### src/led_pwm_pkg.sv
// Notes on behaviour
// open-led flags captured at the 33rd rising pwm edge, held until the next.
// only channels on at that edge are checked; others report no fault.
// flag is 1 when the low-voltage detect is high at the edge, else 0.
// controller should program grayscale 21h or more for per-cycle detection.
// faulty channels switch off at the 33rd falling pwm edge after blanking falls.
// controller should program grayscale 0 for unconnected channels.
// over-temperature sets the thermal flag and pulls the fault output low.
// thermal flag clears at first falling shift edge after latch low, unless still hot.
// group k holds channels k, k+4, k+8, k+12.
// groups switch one after another with a short delay, on and off.
// blanking high forces outputs off and holds the counter at zero.
// short blanking-low gives the shorter of grayscale count and blanking-low time.
// serial output feeds next device serial input, forming one long chain.
// mode low gives a 192-bit grayscale register, high a 96-bit dot-correction one.
// controller keeps latch strobe low while changing mode.
// select input low enables half-bank access and half-clock-delayed serial output.
// in extended mode latch pulses under blanking select low or high half-bank.
// controller gives one or two latch pulses under blanking before shifting.
// extended mode: serial output changes on falling shift edges, input on rising.
// extended mode: status appears only in upper half-bank transfers.
// extended operation only in grayscale mode; mode high is plain dot-correction.
// controller keeps blanking high until data are loaded.
// 12-bit counter counts rising pwm edges; channel on while counter within value.
// data shift in msb first on rising shift edges, latch on rising strobe.
// status overwrites top 17 shift bits at first rising shift edge after latch low.
// fault output shows thermal fault always, open-led faults only while unblanked.
// auto shut-off holds until blanking starts a new cycle.
package led_pwm_pkg;
  localparam int NCH            = 16;
  localparam int GS_W           = 12;
  localparam int NGRP           = 4;
  localparam int FULL_LEN       = 192;
  localparam int HALF_LEN       = 96;
  localparam int SID_W          = 17;
  localparam int HALF_CH        = 8;
  localparam logic [11:0] CNT_MAX   = 12'h0fff;
  localparam logic [11:0] LOD_EDGE  = 12'h0021;
  localparam int CLK_MHZ        = 250;
  localparam int GROUP_DELAY_NS = 8;
  localparam int GROUP_STEP     = (GROUP_DELAY_NS * CLK_MHZ + 999) / 1000;
  localparam int DLY_LEN        = (NGRP - 1) * GROUP_STEP + 1;
  // register byte offsets
  localparam logic [7:0] CHAN_MASK_OFS = 8'h00;
  localparam logic [7:0] STATUS_OFS    = 8'h04;
  localparam logic [7:0] COUNT_OFS     = 8'h08;
  localparam logic [7:0] DOTC0_OFS     = 8'h0c;
  localparam logic [7:0] DOTC1_OFS     = 8'h10;
  localparam logic [7:0] DOTC2_OFS     = 8'h14;
  localparam logic [1:0] RESP_OKAY     = 2'h0;
  localparam logic [1:0] RESP_SLVERR   = 2'h2;
  localparam int PIN_W          = 24;

  typedef enum logic [1:0] {
    bank_none = 2'b00,
    bank_low  = 2'b01,
    bank_high = 2'b10
  } bank_t;

  typedef struct packed {
    logic        pwm_ref_clock;
    logic        shift_clock;
    logic        latch_strobe;
    logic        blank;
    logic        serial_in;
    logic        mode_dc;
    logic        extended_iface_sel_n;
    logic        over_temp;
    logic [15:0] low_volt_detect;
  } pin_in_t;

  // pin levels held through reset: blanked, extended select off, so no false edge follows release
  localparam pin_in_t PIN_RST = '{blank: 1'b1, extended_iface_sel_n: 1'b1, default: '0};
endpackage

### src/led_pwm_fault_serial_ctrl.sv
// The implementer's own choices: the AXI4-Lite register port and the address map.
`timescale 1ns/1ps
module led_pwm_fault_serial_ctrl
  import led_pwm_pkg::*;
(
  // clock and reset
  input  wire logic        aclk,
  input  wire logic        aresetn,
  // device pins
  input  wire pin_in_t     pins,
  output logic [15:0]      sink_channel,
  output logic             serial_out,
  output logic             fault_out_n,
  output logic             fault_out_n_oe,
  // axi4-lite write
  input  wire logic [31:0] awaddr,
  input  wire logic [2:0]  awprot,
  input  wire logic        awvalid,
  output logic             awready,
  input  wire logic [31:0] wdata,
  input  wire logic [3:0]  wstrb,
  input  wire logic        wvalid,
  output logic             wready,
  output logic [1:0]       bresp,
  output logic             bvalid,
  input  wire logic        bready,
  // axi4-lite read
  input  wire logic [31:0] araddr,
  input  wire logic [2:0]  arprot,
  input  wire logic        arvalid,
  output logic             arready,
  output logic [31:0]      rdata,
  output logic [1:0]       rresp,
  output logic             rvalid,
  input  wire logic        rready
);

  logic [PIN_W-1:0]   sync1;
  logic [PIN_W-1:0]   sync2;
  logic [PIN_W-1:0]   sync3;
  pin_in_t            filt;
  pin_in_t            filt_d;
  logic               pwm_rise;
  logic               pwm_fall;
  logic               shift_rise;
  logic               shift_fall;
  logic               latch_rise;
  logic               latch_fall;
  logic               ext_active;
  logic               half_len;
  logic [11:0]        gs_cnt;
  logic [11:0]        gs [NCH];
  logic [15:0]        chan_on;
  logic [15:0]        lod_active;
  logic [15:0]        open_led_flag;
  logic [15:0]        auto_off;
  logic [15:0]        chan_mask;
  logic [15:0]        dly [DLY_LEN];
  logic               cap33;
  logic               off33;
  logic               over_temp_flag;
  logic               tef_pend;
  logic               sid_pend;
  logic               shifted;
  bank_t              bank;
  logic [191:0]       sr;
  logic [191:0]       next_sr;
  logic [95:0]        dot_correction;
  logic               aw_got;
  logic               w_got;
  logic [7:0]         aw_ofs;
  logic [31:0]        w_data;
  logic [3:0]         w_strb;
  logic [32:0]        rd_word;
  logic [32:0]        wr_word;

  // msb of the active shift length, used for serial output
  function automatic logic sr_msb(input logic [191:0] v, input logic half);
    sr_msb = half ? v[HALF_LEN-1] : v[FULL_LEN-1];
  endfunction

  // register read decode
  function automatic logic [32:0] reg_read(input logic [7:0] ofs, input logic [191:0] unused_sr);
    reg_read = {1'b0, 32'h0000_0000};
    case (ofs)
      CHAN_MASK_OFS: reg_read[15:0] = chan_mask;
      STATUS_OFS:    reg_read[19:0] = {bank, ext_active, over_temp_flag, open_led_flag};
      COUNT_OFS:     reg_read[11:0] = gs_cnt;
      DOTC0_OFS:     reg_read[31:0] = dot_correction[31:0];
      DOTC1_OFS:     reg_read[31:0] = dot_correction[63:32];
      DOTC2_OFS:     reg_read[31:0] = dot_correction[95:64];
      default:       reg_read[32] = 1'b1;
    endcase
  endfunction

  // three-stage pin synchroniser; a change counts once stages two and three agree
  genvar gi;
  generate
    for (gi = 0; gi < PIN_W; gi++)
    begin : g_sync
      always_ff @(posedge aclk)
      begin
        if (!aresetn)
        begin
          sync1[gi] <= PIN_RST[gi];
          sync2[gi] <= PIN_RST[gi];
          sync3[gi] <= PIN_RST[gi];
        end
        else
        begin
          sync1[gi] <= pins[gi];
          sync2[gi] <= sync1[gi];
          sync3[gi] <= sync2[gi];
        end
      end
    end
  endgenerate

  // filtered pins; blanking resets high so outputs stay off until released
  always_ff @(posedge aclk)
  begin
    if (!aresetn)
    begin
      filt   <= PIN_RST;
      filt_d <= PIN_RST;
    end
    else
    begin
      for (int i = 0; i < PIN_W; i++)
        if (sync2[i] == sync3[i])
          filt[i] <= sync3[i];
      filt_d <= filt;
    end
  end

  assign pwm_rise   = filt.pwm_ref_clock & ~filt_d.pwm_ref_clock;
  assign pwm_fall   = ~filt.pwm_ref_clock & filt_d.pwm_ref_clock;
  assign shift_rise = filt.shift_clock & ~filt_d.shift_clock;
  assign shift_fall = ~filt.shift_clock & filt_d.shift_clock;
  assign latch_rise = filt.latch_strobe & ~filt_d.latch_strobe;
  assign latch_fall = ~filt.latch_strobe & filt_d.latch_strobe;
  assign ext_active = ~filt.extended_iface_sel_n & ~filt.mode_dc;
  assign half_len   = filt.mode_dc | ext_active;
  assign cap33      = pwm_rise & ~filt.blank & (gs_cnt == LOD_EDGE - 12'h0001);
  assign off33      = pwm_fall & ~filt.blank & (gs_cnt == LOD_EDGE);
  assign rd_word    = reg_read(araddr[7:0], sr); // bit 32 flags an unmapped offset
  assign wr_word    = reg_read(aw_ofs, sr);

  // grayscale counter: held at zero under blanking, saturates at full scale
  always_ff @(posedge aclk)
  begin
    if (!aresetn)
      gs_cnt <= 12'h0000;
    else if (filt.blank)
      gs_cnt <= 12'h0000;
    else if (pwm_rise && gs_cnt != CNT_MAX)
      gs_cnt <= gs_cnt + 12'h0001;
  end

  // channel on-state; full scale stops the cycle until the next one
  always_comb
  begin
    for (int i = 0; i < NCH; i++)
    begin
      chan_on[i] = ~filt.blank & (gs_cnt != 12'h0000) & (gs_cnt != CNT_MAX)
                   & (gs_cnt <= gs[i]) & ~auto_off[i] & ~chan_mask[i];
      lod_active[i] = (gs[i] >= LOD_EDGE) & ~auto_off[i] & ~chan_mask[i];
    end
  end

  // open-led capture and automatic shut-off
  always_ff @(posedge aclk)
  begin
    if (!aresetn)
    begin
      open_led_flag <= 16'h0000;
      auto_off      <= 16'h0000;
    end
    else
    begin
      if (cap33)
        open_led_flag <= lod_active & filt.low_volt_detect;
      if (filt.blank)
        auto_off <= 16'h0000;
      else if (off33)
        auto_off <= auto_off | open_led_flag;
    end
  end

  // staggered group outputs; blanking gates at the source so a late group may trail it
  always_ff @(posedge aclk)
  begin
    if (!aresetn)
      for (int s = 0; s < DLY_LEN; s++)
        dly[s] <= 16'h0000;
    else
    begin
      dly[0] <= chan_on;
      for (int s = 1; s < DLY_LEN; s++)
        dly[s] <= dly[s-1];
    end
  end

  generate
    for (gi = 0; gi < NCH; gi++)
    begin : g_sink
      always_ff @(posedge aclk)
      begin
        if (!aresetn)
          sink_channel[gi] <= 1'b0;
        else
          sink_channel[gi] <= dly[(gi % NGRP) * GROUP_STEP][gi];
      end
    end
  endgenerate

  // thermal flag: a hot die always wins over the clear
  always_ff @(posedge aclk)
  begin
    if (!aresetn)
    begin
      over_temp_flag <= 1'b0;
      tef_pend       <= 1'b0;
    end
    else
    begin
      if (latch_fall)
        tef_pend <= 1'b1;
      else if (shift_fall)
        tef_pend <= 1'b0;
      if (shift_fall && tef_pend)
        over_temp_flag <= filt.over_temp;
      else if (filt.over_temp)
        over_temp_flag <= 1'b1;
    end
  end

  // open-drain fault output, pulled low while enabled
  always_ff @(posedge aclk)
  begin
    if (!aresetn)
    begin
      fault_out_n    <= 1'b0;
      fault_out_n_oe <= 1'b0;
    end
    else
    begin
      fault_out_n    <= 1'b0;
      fault_out_n_oe <= over_temp_flag | ((|open_led_flag) & ~filt.blank);
    end
  end

  // next shift value, with status overwrite on the first edge after latch
  always_comb
  begin
    next_sr = {sr[FULL_LEN-2:0], filt.serial_in};
    if (sid_pend && !filt.mode_dc && (!ext_active || bank == bank_high))
    begin
      if (half_len)
        next_sr[HALF_LEN-1 -: SID_W] = {open_led_flag, over_temp_flag};
      else
        next_sr[FULL_LEN-1 -: SID_W] = {open_led_flag, over_temp_flag};
    end
  end

  // shift register, latches and half-bank selection
  always_ff @(posedge aclk)
  begin
    if (!aresetn)
    begin
      sr             <= '0;
      sid_pend       <= 1'b0;
      shifted        <= 1'b0;
      bank           <= bank_none;
      dot_correction <= '0;
      for (int i = 0; i < NCH; i++)
        gs[i] <= 12'h000;
    end
    else
    begin
      if (shift_rise)
      begin
        sr       <= next_sr;
        sid_pend <= 1'b0;
        shifted  <= 1'b1;
      end
      else if (latch_fall)
        sid_pend <= 1'b1;
      if (latch_rise)
      begin
        if (shifted)
        begin
          shifted <= 1'b0;
          bank    <= bank_none;
          if (filt.mode_dc)
            dot_correction <= sr[HALF_LEN-1:0];
          else if (ext_active)
          begin
            for (int j = 0; j < HALF_CH; j++)
              gs[(bank == bank_high ? HALF_CH : 0) + j] <= sr[j*GS_W +: GS_W];
          end
          else
            for (int i = 0; i < NCH; i++)
              gs[i] <= sr[i*GS_W +: GS_W];
        end
        else if (ext_active && filt.blank)
          bank <= (bank == bank_none) ? bank_low : bank_high;
      end
    end
  end

  // serial output: prompt in normal mode, half a shift clock later in extended mode
  always_ff @(posedge aclk)
  begin
    if (!aresetn)
      serial_out <= 1'b0;
    else if (!ext_active || shift_fall)
      serial_out <= sr_msb(sr, half_len);
  end

  // axi4-lite write channel; address and data taken in either order
  always_ff @(posedge aclk)
  begin
    if (!aresetn)
    begin
      awready   <= 1'b0;
      wready    <= 1'b0;
      aw_got    <= 1'b0;
      w_got     <= 1'b0;
      aw_ofs    <= 8'h00;
      w_data    <= 32'h0000_0000;
      w_strb    <= 4'h0;
      bvalid    <= 1'b0;
      bresp     <= RESP_OKAY;
      chan_mask <= 16'h0000;
    end
    else
    begin
      awready <= awvalid & ~awready & ~aw_got & ~bvalid;
      wready  <= wvalid & ~wready & ~w_got & ~bvalid;
      if (awvalid && awready)
      begin
        aw_got <= 1'b1;
        aw_ofs <= awaddr[7:0];
      end
      if (wvalid && wready)
      begin
        w_got  <= 1'b1;
        w_data <= wdata;
        w_strb <= wstrb;
      end
      if (aw_got && w_got && !bvalid)
      begin
        aw_got <= 1'b0;
        w_got  <= 1'b0;
        bvalid <= 1'b1;
        bresp  <= RESP_OKAY;
        if (aw_ofs == CHAN_MASK_OFS)
        begin
          if (w_strb[0])
            chan_mask[7:0] <= w_data[7:0];
          if (w_strb[1])
            chan_mask[15:8] <= w_data[15:8];
        end
        else if (wr_word[32])
          bresp <= RESP_SLVERR;
      end
      else if (bvalid && bready)
        bvalid <= 1'b0;
    end
  end

  // axi4-lite read channel; unmapped reads return zero with an error
  always_ff @(posedge aclk)
  begin
    if (!aresetn)
    begin
      arready <= 1'b0;
      rvalid  <= 1'b0;
      rdata   <= 32'h0000_0000;
      rresp   <= RESP_OKAY;
    end
    else
    begin
      arready <= arvalid & ~arready & ~rvalid;
      if (arvalid && arready)
      begin
        rvalid <= 1'b1;
        rdata  <= rd_word[31:0];
        rresp  <= rd_word[32] ? RESP_SLVERR : RESP_OKAY;
      end
      else if (rvalid && rready)
        rvalid <= 1'b0;
    end
  end

  lod_capture_a: assert property (@(posedge aclk) disable iff (!aresetn)
    cap33 |=> open_led_flag == ($past(lod_active) & $past(filt.low_volt_detect)))
    else $error("open-led flags not captured at edge 33");
  lod_hold_a: assert property (@(posedge aclk) disable iff (!aresetn)
    !cap33 |=> $stable(open_led_flag))
    else $error("open-led flags changed between captures");
  lod_inactive_a: assert property (@(posedge aclk) disable iff (!aresetn)
    cap33 |=> (open_led_flag & ~$past(lod_active)) == 16'h0000)
    else $error("inactive channel reported open");
  auto_off_set_a: assert property (@(posedge aclk) disable iff (!aresetn)
    off33 |=> (auto_off & $past(open_led_flag)) == $past(open_led_flag))
    else $error("faulty channel not switched off");
  auto_off_keep_a: assert property (@(posedge aclk) disable iff (!aresetn)
    (!filt.blank && auto_off != 16'h0000) |=> (auto_off & $past(auto_off)) == $past(auto_off))
    else $error("auto shut-off released before blanking");
  temp_set_a: assert property (@(posedge aclk) disable iff (!aresetn)
    filt.over_temp |=> over_temp_flag ##1 fault_out_n_oe)
    else $error("over-temperature did not raise flag and fault");
  blank_off_a: assert property (@(posedge aclk) disable iff (!aresetn)
    filt.blank |=> gs_cnt == 12'h0000 && chan_on == 16'h0000)
    else $error("blanking did not hold counter and outputs");
  count_step_a: assert property (@(posedge aclk) disable iff (!aresetn)
    (pwm_rise && !filt.blank && gs_cnt != CNT_MAX && !$past(filt.blank)) |=>
      (filt.blank || gs_cnt == $past(gs_cnt) + 12'h0001))
    else $error("grayscale counter did not step");
  group_skew_a: assert property (@(posedge aclk) disable iff (!aresetn)
    sink_channel[1] == $past(dly[GROUP_STEP][1]))
    else $error("group one not delayed by one step");
  fault_mask_a: assert property (@(posedge aclk) disable iff (!aresetn)
    (filt.blank && !over_temp_flag) |=> !fault_out_n_oe)
    else $error("open-led fault not masked by blanking");

endmodule

### config.mk
export PLATFORM = sky130hd
export DESIGN_NAME = led_pwm_fault_serial_ctrl
export DESIGN_NICKNAME = d
export VERILOG_FILES = /design/src/led_pwm_pkg.sv /design/src/led_pwm_fault_serial_ctrl.sv
export SDC_FILE = /design/constraint.sdc
export NUM_CORES = 1
export LEC_CHECK = 0
export BUFFER_PORTS_ARGS = -buffer_cell sky130_fd_sc_hd__buf_4
export CAP_MARGIN = 20
export CORE_ASPECT_RATIO = 0.75
export CORE_MARGIN = 2
export CORE_UTILIZATION = 60
export CTS_CLUSTER_DIAMETER = 50
export DETAILED_ROUTE_END_ITERATION = 10
export PLACE_DENSITY = 0.83
export SKIP_CTS_REPAIR_TIMING = 1
export SYNTH_ARGS = -nofsm -noshare
export SYNTH_HDL_FRONTEND = slang
export SYNTH_SLANG_ARGS = --single-unit
### constraint.sdc
create_clock -name aclk -period 19.95 [get_ports aclk]
set_input_delay 4.9875 -clock aclk [delete_from_list [all_inputs] [get_ports aclk]]
set_output_delay 4.9875 -clock aclk [all_outputs]
set_load 0.02 [all_outputs]
# --- Word level (Yosys, flattened, before mapping) ---
# Memory sizes are Yosys's and may differ from the RTL's. A register that Yosys moved wholly into a read port is not among the register bits.
# Index checks and enable logic that the tools add are counted.
totals:
  reg_bits: 536
  mem_bits_rw: 304
  inputBits: 137
  out_inout_bits: 60
  memories: 2
mem_list:
  columns: ["name", "depth", "word_bits", "rd", "rd_clocked_by_memory_dff", "wr", "line", "source"]
  rows:
  - ["gs", 16, 12, 16, 0, 16, "led_pwm_fault_serial_ctrl.sv:52", "logic [11:0] gs [NCH];"]
  - ["dly", 7, 16, 7, 1, 7, "led_pwm_fault_serial_ctrl.sv:58", "logic [15:0] dly [DLY_LEN];"]
op_classes:
  n_addsub: 8
  n_lt_le_gt_ge: 32
  eq_ne: 38
  n_mux: 88
  bitwise_logic: 178
  n_reduce_logical: 45
ops:
  columns: ["op", "n"]
  rows:
  - ["2-to-1 mux 12 bit", 24]
  - ["greater-or-equal comparator 12 x 6 -> 1 bit, second input constant", 16]
  - ["<= comparator 12 bit", 16]
  - ["2-to-1 mux 16 bit", 7]
  - ["AND 1 bit", 102]
  - ["OR reduction 12 bit", 8]
  - ["one-hot mux 12 bit (6 select lines)", 1]
  - ["2-to-1 mux 17 bit", 4]
  - ["inverter 1 bit", 49]
  - ["2-to-1 mux 4 bit", 9]
  - ["one-hot mux 12 bit (3 select lines)", 1]
  - ["2-to-1 mux 1 bit", 34]
  - ["equality test 8 x 4 -> 1 bit, second input constant", 4]
  - ["equality test 8 x 5 -> 1 bit, second input constant", 4]
  - ["OR 1 bit", 25]
  - ["equality test 1 bit", 24]
  - ["equality test 12 x 6 -> 1 bit, second input constant", 2]
  - ["one-hot mux 4 bit (5 select lines)", 1]
  - ["AND 16 bit", 1]
  - ["equality test 8 x 3 -> 1 bit, second input constant", 2]
  - ["logical NOT 8 bit", 2]
  - ["OR 16 bit", 1]
  - ["one-hot mux 4 bit (4 select lines)", 1]
  - ["OR reduction 16 bit", 1]
  - ["17 further kinds", 50]

# --- Logic depth before layout (Yosys ltp) ---
# Gate-level depths: netlist of the first run.
depth:
  ltp_word: 10
  depth_mapped: 8
  depth_no_buf: 7

# --- Worst setup path before layout of the first run ---
# OpenSTA, ideal clock, no wires.
synth_timing:
  path_type: "input to register"
  startpoint: "input port aresetn"
  endpoint: "memory gs[0][0] (enable)"
  arrival_time_ns: 7.456
  required_time_ns: 19.300
  slack_ns: 11.844
  path_stages: 4
  path_buffers: 3
  cell_sequence: "buf_2 clkbuf_1 clkbuf_1 o31ai_1"
synth_lines:
  columns: ["item", "line", "source"]
  rows:
  - ["start: declaration", "led_pwm_fault_serial_ctrl.sv:8", "input wire logic aresetn,"]
  - ["end: declaration", "led_pwm_fault_serial_ctrl.sv:52", null]

==> impl_metrics.toml, run 1 <==
[final_layout]
fillers = 4033
final_util_pct = 67.6
finalNetCount = 3692
synthToLayoutAreaGrowth_pct = 11.5
drive_gt1_share_pct = 9.60

[timing]
finClkSkew_ns = 0.0311
min_period_ns = 8.17
worst_pin_slew_ns = 1.14
grt_setup_unrepaired = "false"
setup_viol = 0
hold_violations = 0
max_slew_margin_pct = 23.9
post-route-period-util_pct = 40.9
fmax_mhz = 122
slew_violations = 0
holdWs_ns = 0.410
final.setup.tns_ns = 0
setup_ws_ns = 11.78

[floorplan]
die_area_mm2 = 0.0584
die_h_um = 210
core_area_mm2 = 0.0558
io_pins = 197
start_util_pct = 60.7
row_count = 75
chipWidth_um = 278

[grt]
grtUsageTotal_pct = 31.9
gr-total-overflow = 0
grt_pass1_vias = 25000
antenna_found_initial = 2
grt_max_degree = 150
grt_pass1_wl_mm = 144

[placed_design]
numPortBuffers = 121
dp_hpwl_mm = 63.6
place_congestion = 0.962
dp_slack_ns = 11.20

[synth]
synth_area_leaders = "dfxtp_1 (36%), edfxtp_1 (17%), ha_1 (7.2%)"
synth-seq-area-share_pct = 52.6
async_flop_share_pct = 0
synth_area_mm2 = 0.0339
synth_warnings = 0
synthCells = 3313
ys_ff_latch = 794
yosys.area.top_type = "dfxtp_1"
synth.top_cell.area_share_pct = 35.6
synth_flop_cell = "dfxtp_1"
avgSynthCellArea_um2 = 10.2
ys_types = 63
synth-edff-count = 192

[pwr]
power_frac_seq_pct = 52.1
power_density_mw_per_mm2 = 85.7
p_int_w = 0.00254
power_frac_comb_pct = 3.4
pwr-share-clk_pct = 44.5
ir_worst_vdd_mv = 0.0646
power.net_switching_w = 0.000695
p_leak_nw = 15.1
switching_share_pct = 21.5

[routing]
top_layer = "met4"
first_iter_violations = 2910
wl_per_cell_um = 22.5
viasPerCell = 6.27
drt_first_pass_iters = 7
antenna_left = 0
vias = 26000
wl_met3_mm = 10.4
post-route-drc-count = 0
dr_wl_met2_mm = 39.9
wl_met1_mm = 39.0
wirelength_mm = 93.4

[cts]
cts_tree = "yes"
clkTransAtPathRegs_ns = 0.06
clk_latency_ns = 0.63
clockBufferDepth = 3
htreeDepth = 3
clock-sinks = 794
cts_buffers = 74
cts-root-buf = "clkbuf_16"

[flow_run]
cap_violations = 0

[setup_path]
critPathRequiredTime_ns = 20.27
cp_common_cell = "buf_4"
startpoint_type = "primary input"
critPathKind = "primary input to register"
worstSetupEndpointType = "register"
worstPathCellList = "buf_8 -> buf_4 -> nand3b_2 -> nor3_4 -> buf_4 -> buf_4 -> o21ai_0"
critPathLaunch = "aresetn"
r2r-start = "gs_cnt[0]$_SDFFE_PP0P_"
path_max_fanout = 149
slowest_stage = "buf_4"
crit_arrival_ns = 8.49
cp_slowest_stage_delay_ns = 0.90

[outcome]
outcome = "finished clean"

[hold_path]
hp-class = "register to register"
min-delay-start = "sync1[17]$_SDFF_PN1_"
final timing paths:
kind | slack, ns | end | depth (start not counted)
max | 11.78 | gs[10][9]$_DFFE_PP_ | 7
min | 0.41 | sync2[17]$_SDFF_PN1_ | 1
max reg2reg | 16.03 | dly[0][4]$_SDFF_PN0_ | 8
min reg2reg | 0.41 | sync2[17]$_SDFF_PN1_ | 1
kinds of logic after synthesis:
group / share of synthesized area, %
mux: 3.00
compound gates: 16.1
buf+inv: 4.82
fa+ha+maj: 7.20
flops: 52.6
xor+xnor: 0.207
other cells: 0.0111
simple gates: 16.1
cell usage after synthesis (14+ instances only):
cell      instances
o21ai_0         168
edfxtp_1        192
nand3_1          36
nor2b_1          42
nor4_1           24
a211oi_1         16
ha_1            195
o211ai_1         16
nand2_1         492
mux2i_1          79
nand2b_1         18
inv_1           191
nand4_1          84
a22o_1          230
nor2_1           58
dfxtp_1         602
a21oi_1          98
or3_1            16
a21boi_0        161
and2_1          233
buf_4            20
buf_2            48
o22ai_1          16
or4_1            14
clkbuf_1        115
registers in the layout, summed over array words and instances (netlist names), 16 cells and up:
register / count
chan_mask: 16
open_led_flag: 16
sr: 192
w_data: 16
dly: 76
gs: 192
filt: 24
sync1: 24
rdata: 32
sync2: 24
sync3: 24
dot_correction: 96
auto_off: 16
cells in the final DEF (no fill, tap or decap), types with 9 or more instances in the layout:
| master | n |
|---|---|
| dfxtp_1 | 594 |
| nand2_1 | 491 |
| and2_1 | 231 |
| a22o_1 | 230 |
| ha_1 | 195 |
| edfxtp_1 | 192 |
| inv_1 | 191 |
| o21ai_0 | 168 |
| a21boi_0 | 161 |
| buf_4 | 158 |
| a21oi_1 | 98 |
| nand4_1 | 84 |
| mux2i_1 | 79 |
| clkbuf_16 | 78 |
| nor2_1 | 58 |
| nor2b_1 | 42 |
| nand3_1 | 36 |
| nor4_1 | 24 |
| nand2b_1 | 18 |
| or3_1 | 16 |
| o211ai_1 | 16 |
| a211oi_1 | 16 |
| o22ai_1 | 16 |
| clkbuf_1 | 16 |
| or4_1 | 14 |
| a21o_1 | 12 |
| o41a_1 | 12 |
| nor4_2 | 11 |
| nor3_1 | 11 |
| clkinv_2 | 10 |
| clkbuf_8 | 9 |
per-layer routing:
metal / track usage [%] / vias to the layer above
li1: - / 11800
met1: 44.8 / 12500
met2: 47.9 / 1470
met3: 6.61 / 291
met4: 13.8 / 0
met5: 0 / -
cell type report:
class	count	area (µm²)	share of cell area, %
inverters	191	717	1.90
diodes	1	2.50	0.00663
clock inverters	29	332	0.878
multi-input cells	2135	14500	38.4
flip-flops and latches	794	17800	47.2
well taps	731	915	2.42
repair buffers	164	1330	3.53
clock buffers	103	2140	5.66
power by group through the flow:
stage                     sequential [W]  clock [W]  combinational (W)
after floorplan                  0.00172          0          0.0000702
final                            0.00169    0.00144           0.000110
after detailed placement         0.00172          0           0.000106
after CTS                        0.00169    0.00145           0.000107
after global placement           0.00172          0           0.000100
after global routing             0.00169    0.00152           0.000120
metrics by stage:
stage | total power (W) | instance area [µm²] | instances
final | 0.00324 | 37800 | 4148
after global routing | 0.00333 | 37800 | 4147
after CTS | 0.00324 | 37600 | 4142
after detailed placement | 0.00183 | 35200 | 4010
after global placement | 0.00182 | 35200 | 4010
after floorplan | 0.00179 | 33900 | 3315
critical path, delay by kind of cell:
kind | cells | cell delay [ns]
buf+inv | 4 | 2.59
simple gates | 2 | 0.47
compound gates | 1 | 0.25
Note: power is estimated with default switching activity, not from simulation.
==> run 2: changes to the inputs <==
- CORE_UTILIZATION: 60 -> 55
- PLACE_DENSITY: 0.83 -> 0.8
- clock period: 19.95 -> 7.1 ns (I/O delays scaled with it)
==> run 2 against run 1 <==
Against the previous run:
- sequential cell count did not move
- die area rose by 8.9%
- combinational power grew to 2.7 times the previous value
- hold slack lost 0.00056 ns
- final area is 0.14% higher
- final cell count up 1.4%
- register-to-register slack lost 12 ns
==> impl_metrics.toml, run 2 (synthesized netlist as in run 1, its figures left out) <==
[hold_path]
min-delay-start = "sync1[17]$_SDFF_PN1_"
hp-class = "register to register"

[routing]
post-route-drc-count = 0
vias = 25200
drt_first_pass_iters = 6
wl_per_cell_um = 21.4
antenna_left = 0
first_iter_violations = 2802
viasPerCell = 5.98
wirelength_mm = 89.8

[timing]
max_slew_margin_pct = 26.2
post-route-period-util_pct = 52.3
grt_setup_unrepaired = "false"
slew_violations = 0
fmax_mhz = 269
final.setup.tns_ns = 0
min_period_ns = 3.71
hold_violations = 0
setup_viol = 0
finClkSkew_ns = 0.0300
worst_pin_slew_ns = 1.10

[cts]
clkTransAtPathRegs_ns = 0.06
clk_latency_ns = 0.64
cts_tree = "yes"
clock-sinks = 794
htreeDepth = 3
cts_buffers = 73
cts-root-buf = "clkbuf_16"
clockBufferDepth = 3

[floorplan]
row_count = 78
io_pins = 197
chipWidth_um = 291
core_area_mm2 = 0.0607
start_util_pct = 55.8
die_area_mm2 = 0.0636
die_h_um = 219

[placed_design]
dp.cells = 4073
numPortBuffers = 121
place_congestion = 0.919
dp_hpwl_mm = 58.5

[final_layout]
final_cell_mix = "dfxtp_1 (595), nand2_1 (491), and2_1 (231)"
antennaDiodeCount = 0
fin_cells = 4208
finalNetCount = 3683
drive_gt1_share_pct = 9.65
largestRegisters = "gs: 192 flops, sr: 192 flops, dot_correction: 96 flops"
final_common_cell = "dfxtp_1"
synthToLayoutAreaGrowth_pct = 11.6

[grt]
grt_max_degree = 234
antenna_found_initial = 2
grt_pass1_wl_mm = 138
gr-total-overflow = 0
grt_pass1_vias = 23500
grtUsageTotal_pct = 28.0

[pwr]
power_density_mw_per_mm2 = 240
p_leak_nw = 15.1
ir_worst_vdd_mv = 0.178

[setup_path]
r2r-start = "gs_cnt[8]$_SDFFE_PP0P_"
critPathKind = "primary input to register"
critPathLaunch = "aresetn"
path_max_fanout = 97
rrSetupSlack_ns = 4.02
startpoint_type = "primary input"
worstSetupEndpointType = "register"
crit_arrival_ns = 4.20
critPathRequiredTime_ns = 7.59

[flow_run]
cap_violations = 0

[outcome]
outcome = "finished clean"
[run 2: path summary, 6_finish.rpt]
kind | end | cells past startpoint
hold / removal | sync2[17]$_SDFF_PN1_ | 1
setup / recovery | gs[5][10]$_DFFE_PP_ | 5
setup reg to reg | dly[0][3]$_SDFF_PN0_ | 4
hold reg to reg | sync2[17]$_SDFF_PN1_ | 1
[run 2: worst max-delay path, stage by stage]
cell and delay, ns:
buf_8 0.42, nand3b_2 0.28, nor2_4 0.88, buf_4 0.52, and2_1 0.20
[run 2: routing by layer]
| layer | track usage (%) | up-vias | share of wire (%) |
|---|---|---|---|
| met3 | 7.51 | 204 | 11 |
| met5 | 0 | - | 0.013 |
| li1 | - | 11800 | - |
| met2 | 40.1 | 1138 | 41 |
| met4 | 9.48 | 2 | 3.5 |
| met1 | 40.9 | 12100 | 45 |
[run 2: where the power goes]
part / switching (W) / total [W] / internal, W
Combinational: 0.000192 / 0.000298 / 0.000107
Clock: 0.00174 / 0.00405 / 0.00230
Sequential: 0.0000397 / 0.00474 / 0.00470
Total: 0.00198 / 0.00909 / 0.00711
[run 2: area by class of cell]
| cell class | instances | area [µm²] |
|---|---|---|
| fillers | 4798 | 22900 |
| flip-flops and latches | 794 | 17800 |
| multi-input cells | 2135 | 14500 |
| clock buffers | 100 | 2170 |
| repair buffers | 156 | 1280 |
| well taps | 800 | 1000 |
| inverters | 191 | 717 |
| clock inverters | 32 | 317 |
[run 2: through the flow]
stage | utilization [%] | hold slack [ns] | power [W] | worst slack, ns | area (µm²)
after global routing | 62.3 | 0.442 | 0.00934 | 3.25 | 37800
after global placement | 58.0 | 0.389 | 0.00512 | 2.86 | 35200
after floorplan | - | 0.386 | 0.00503 | 2.27 | 33900
final | 62.3 | 0.410 | 0.00909 | 3.39 | 37800
after detailed placement | 58.1 | 0.401 | 0.00513 | 2.81 | 35300
after CTS | 62.2 | 0.416 | 0.00911 | 3.46 | 37700
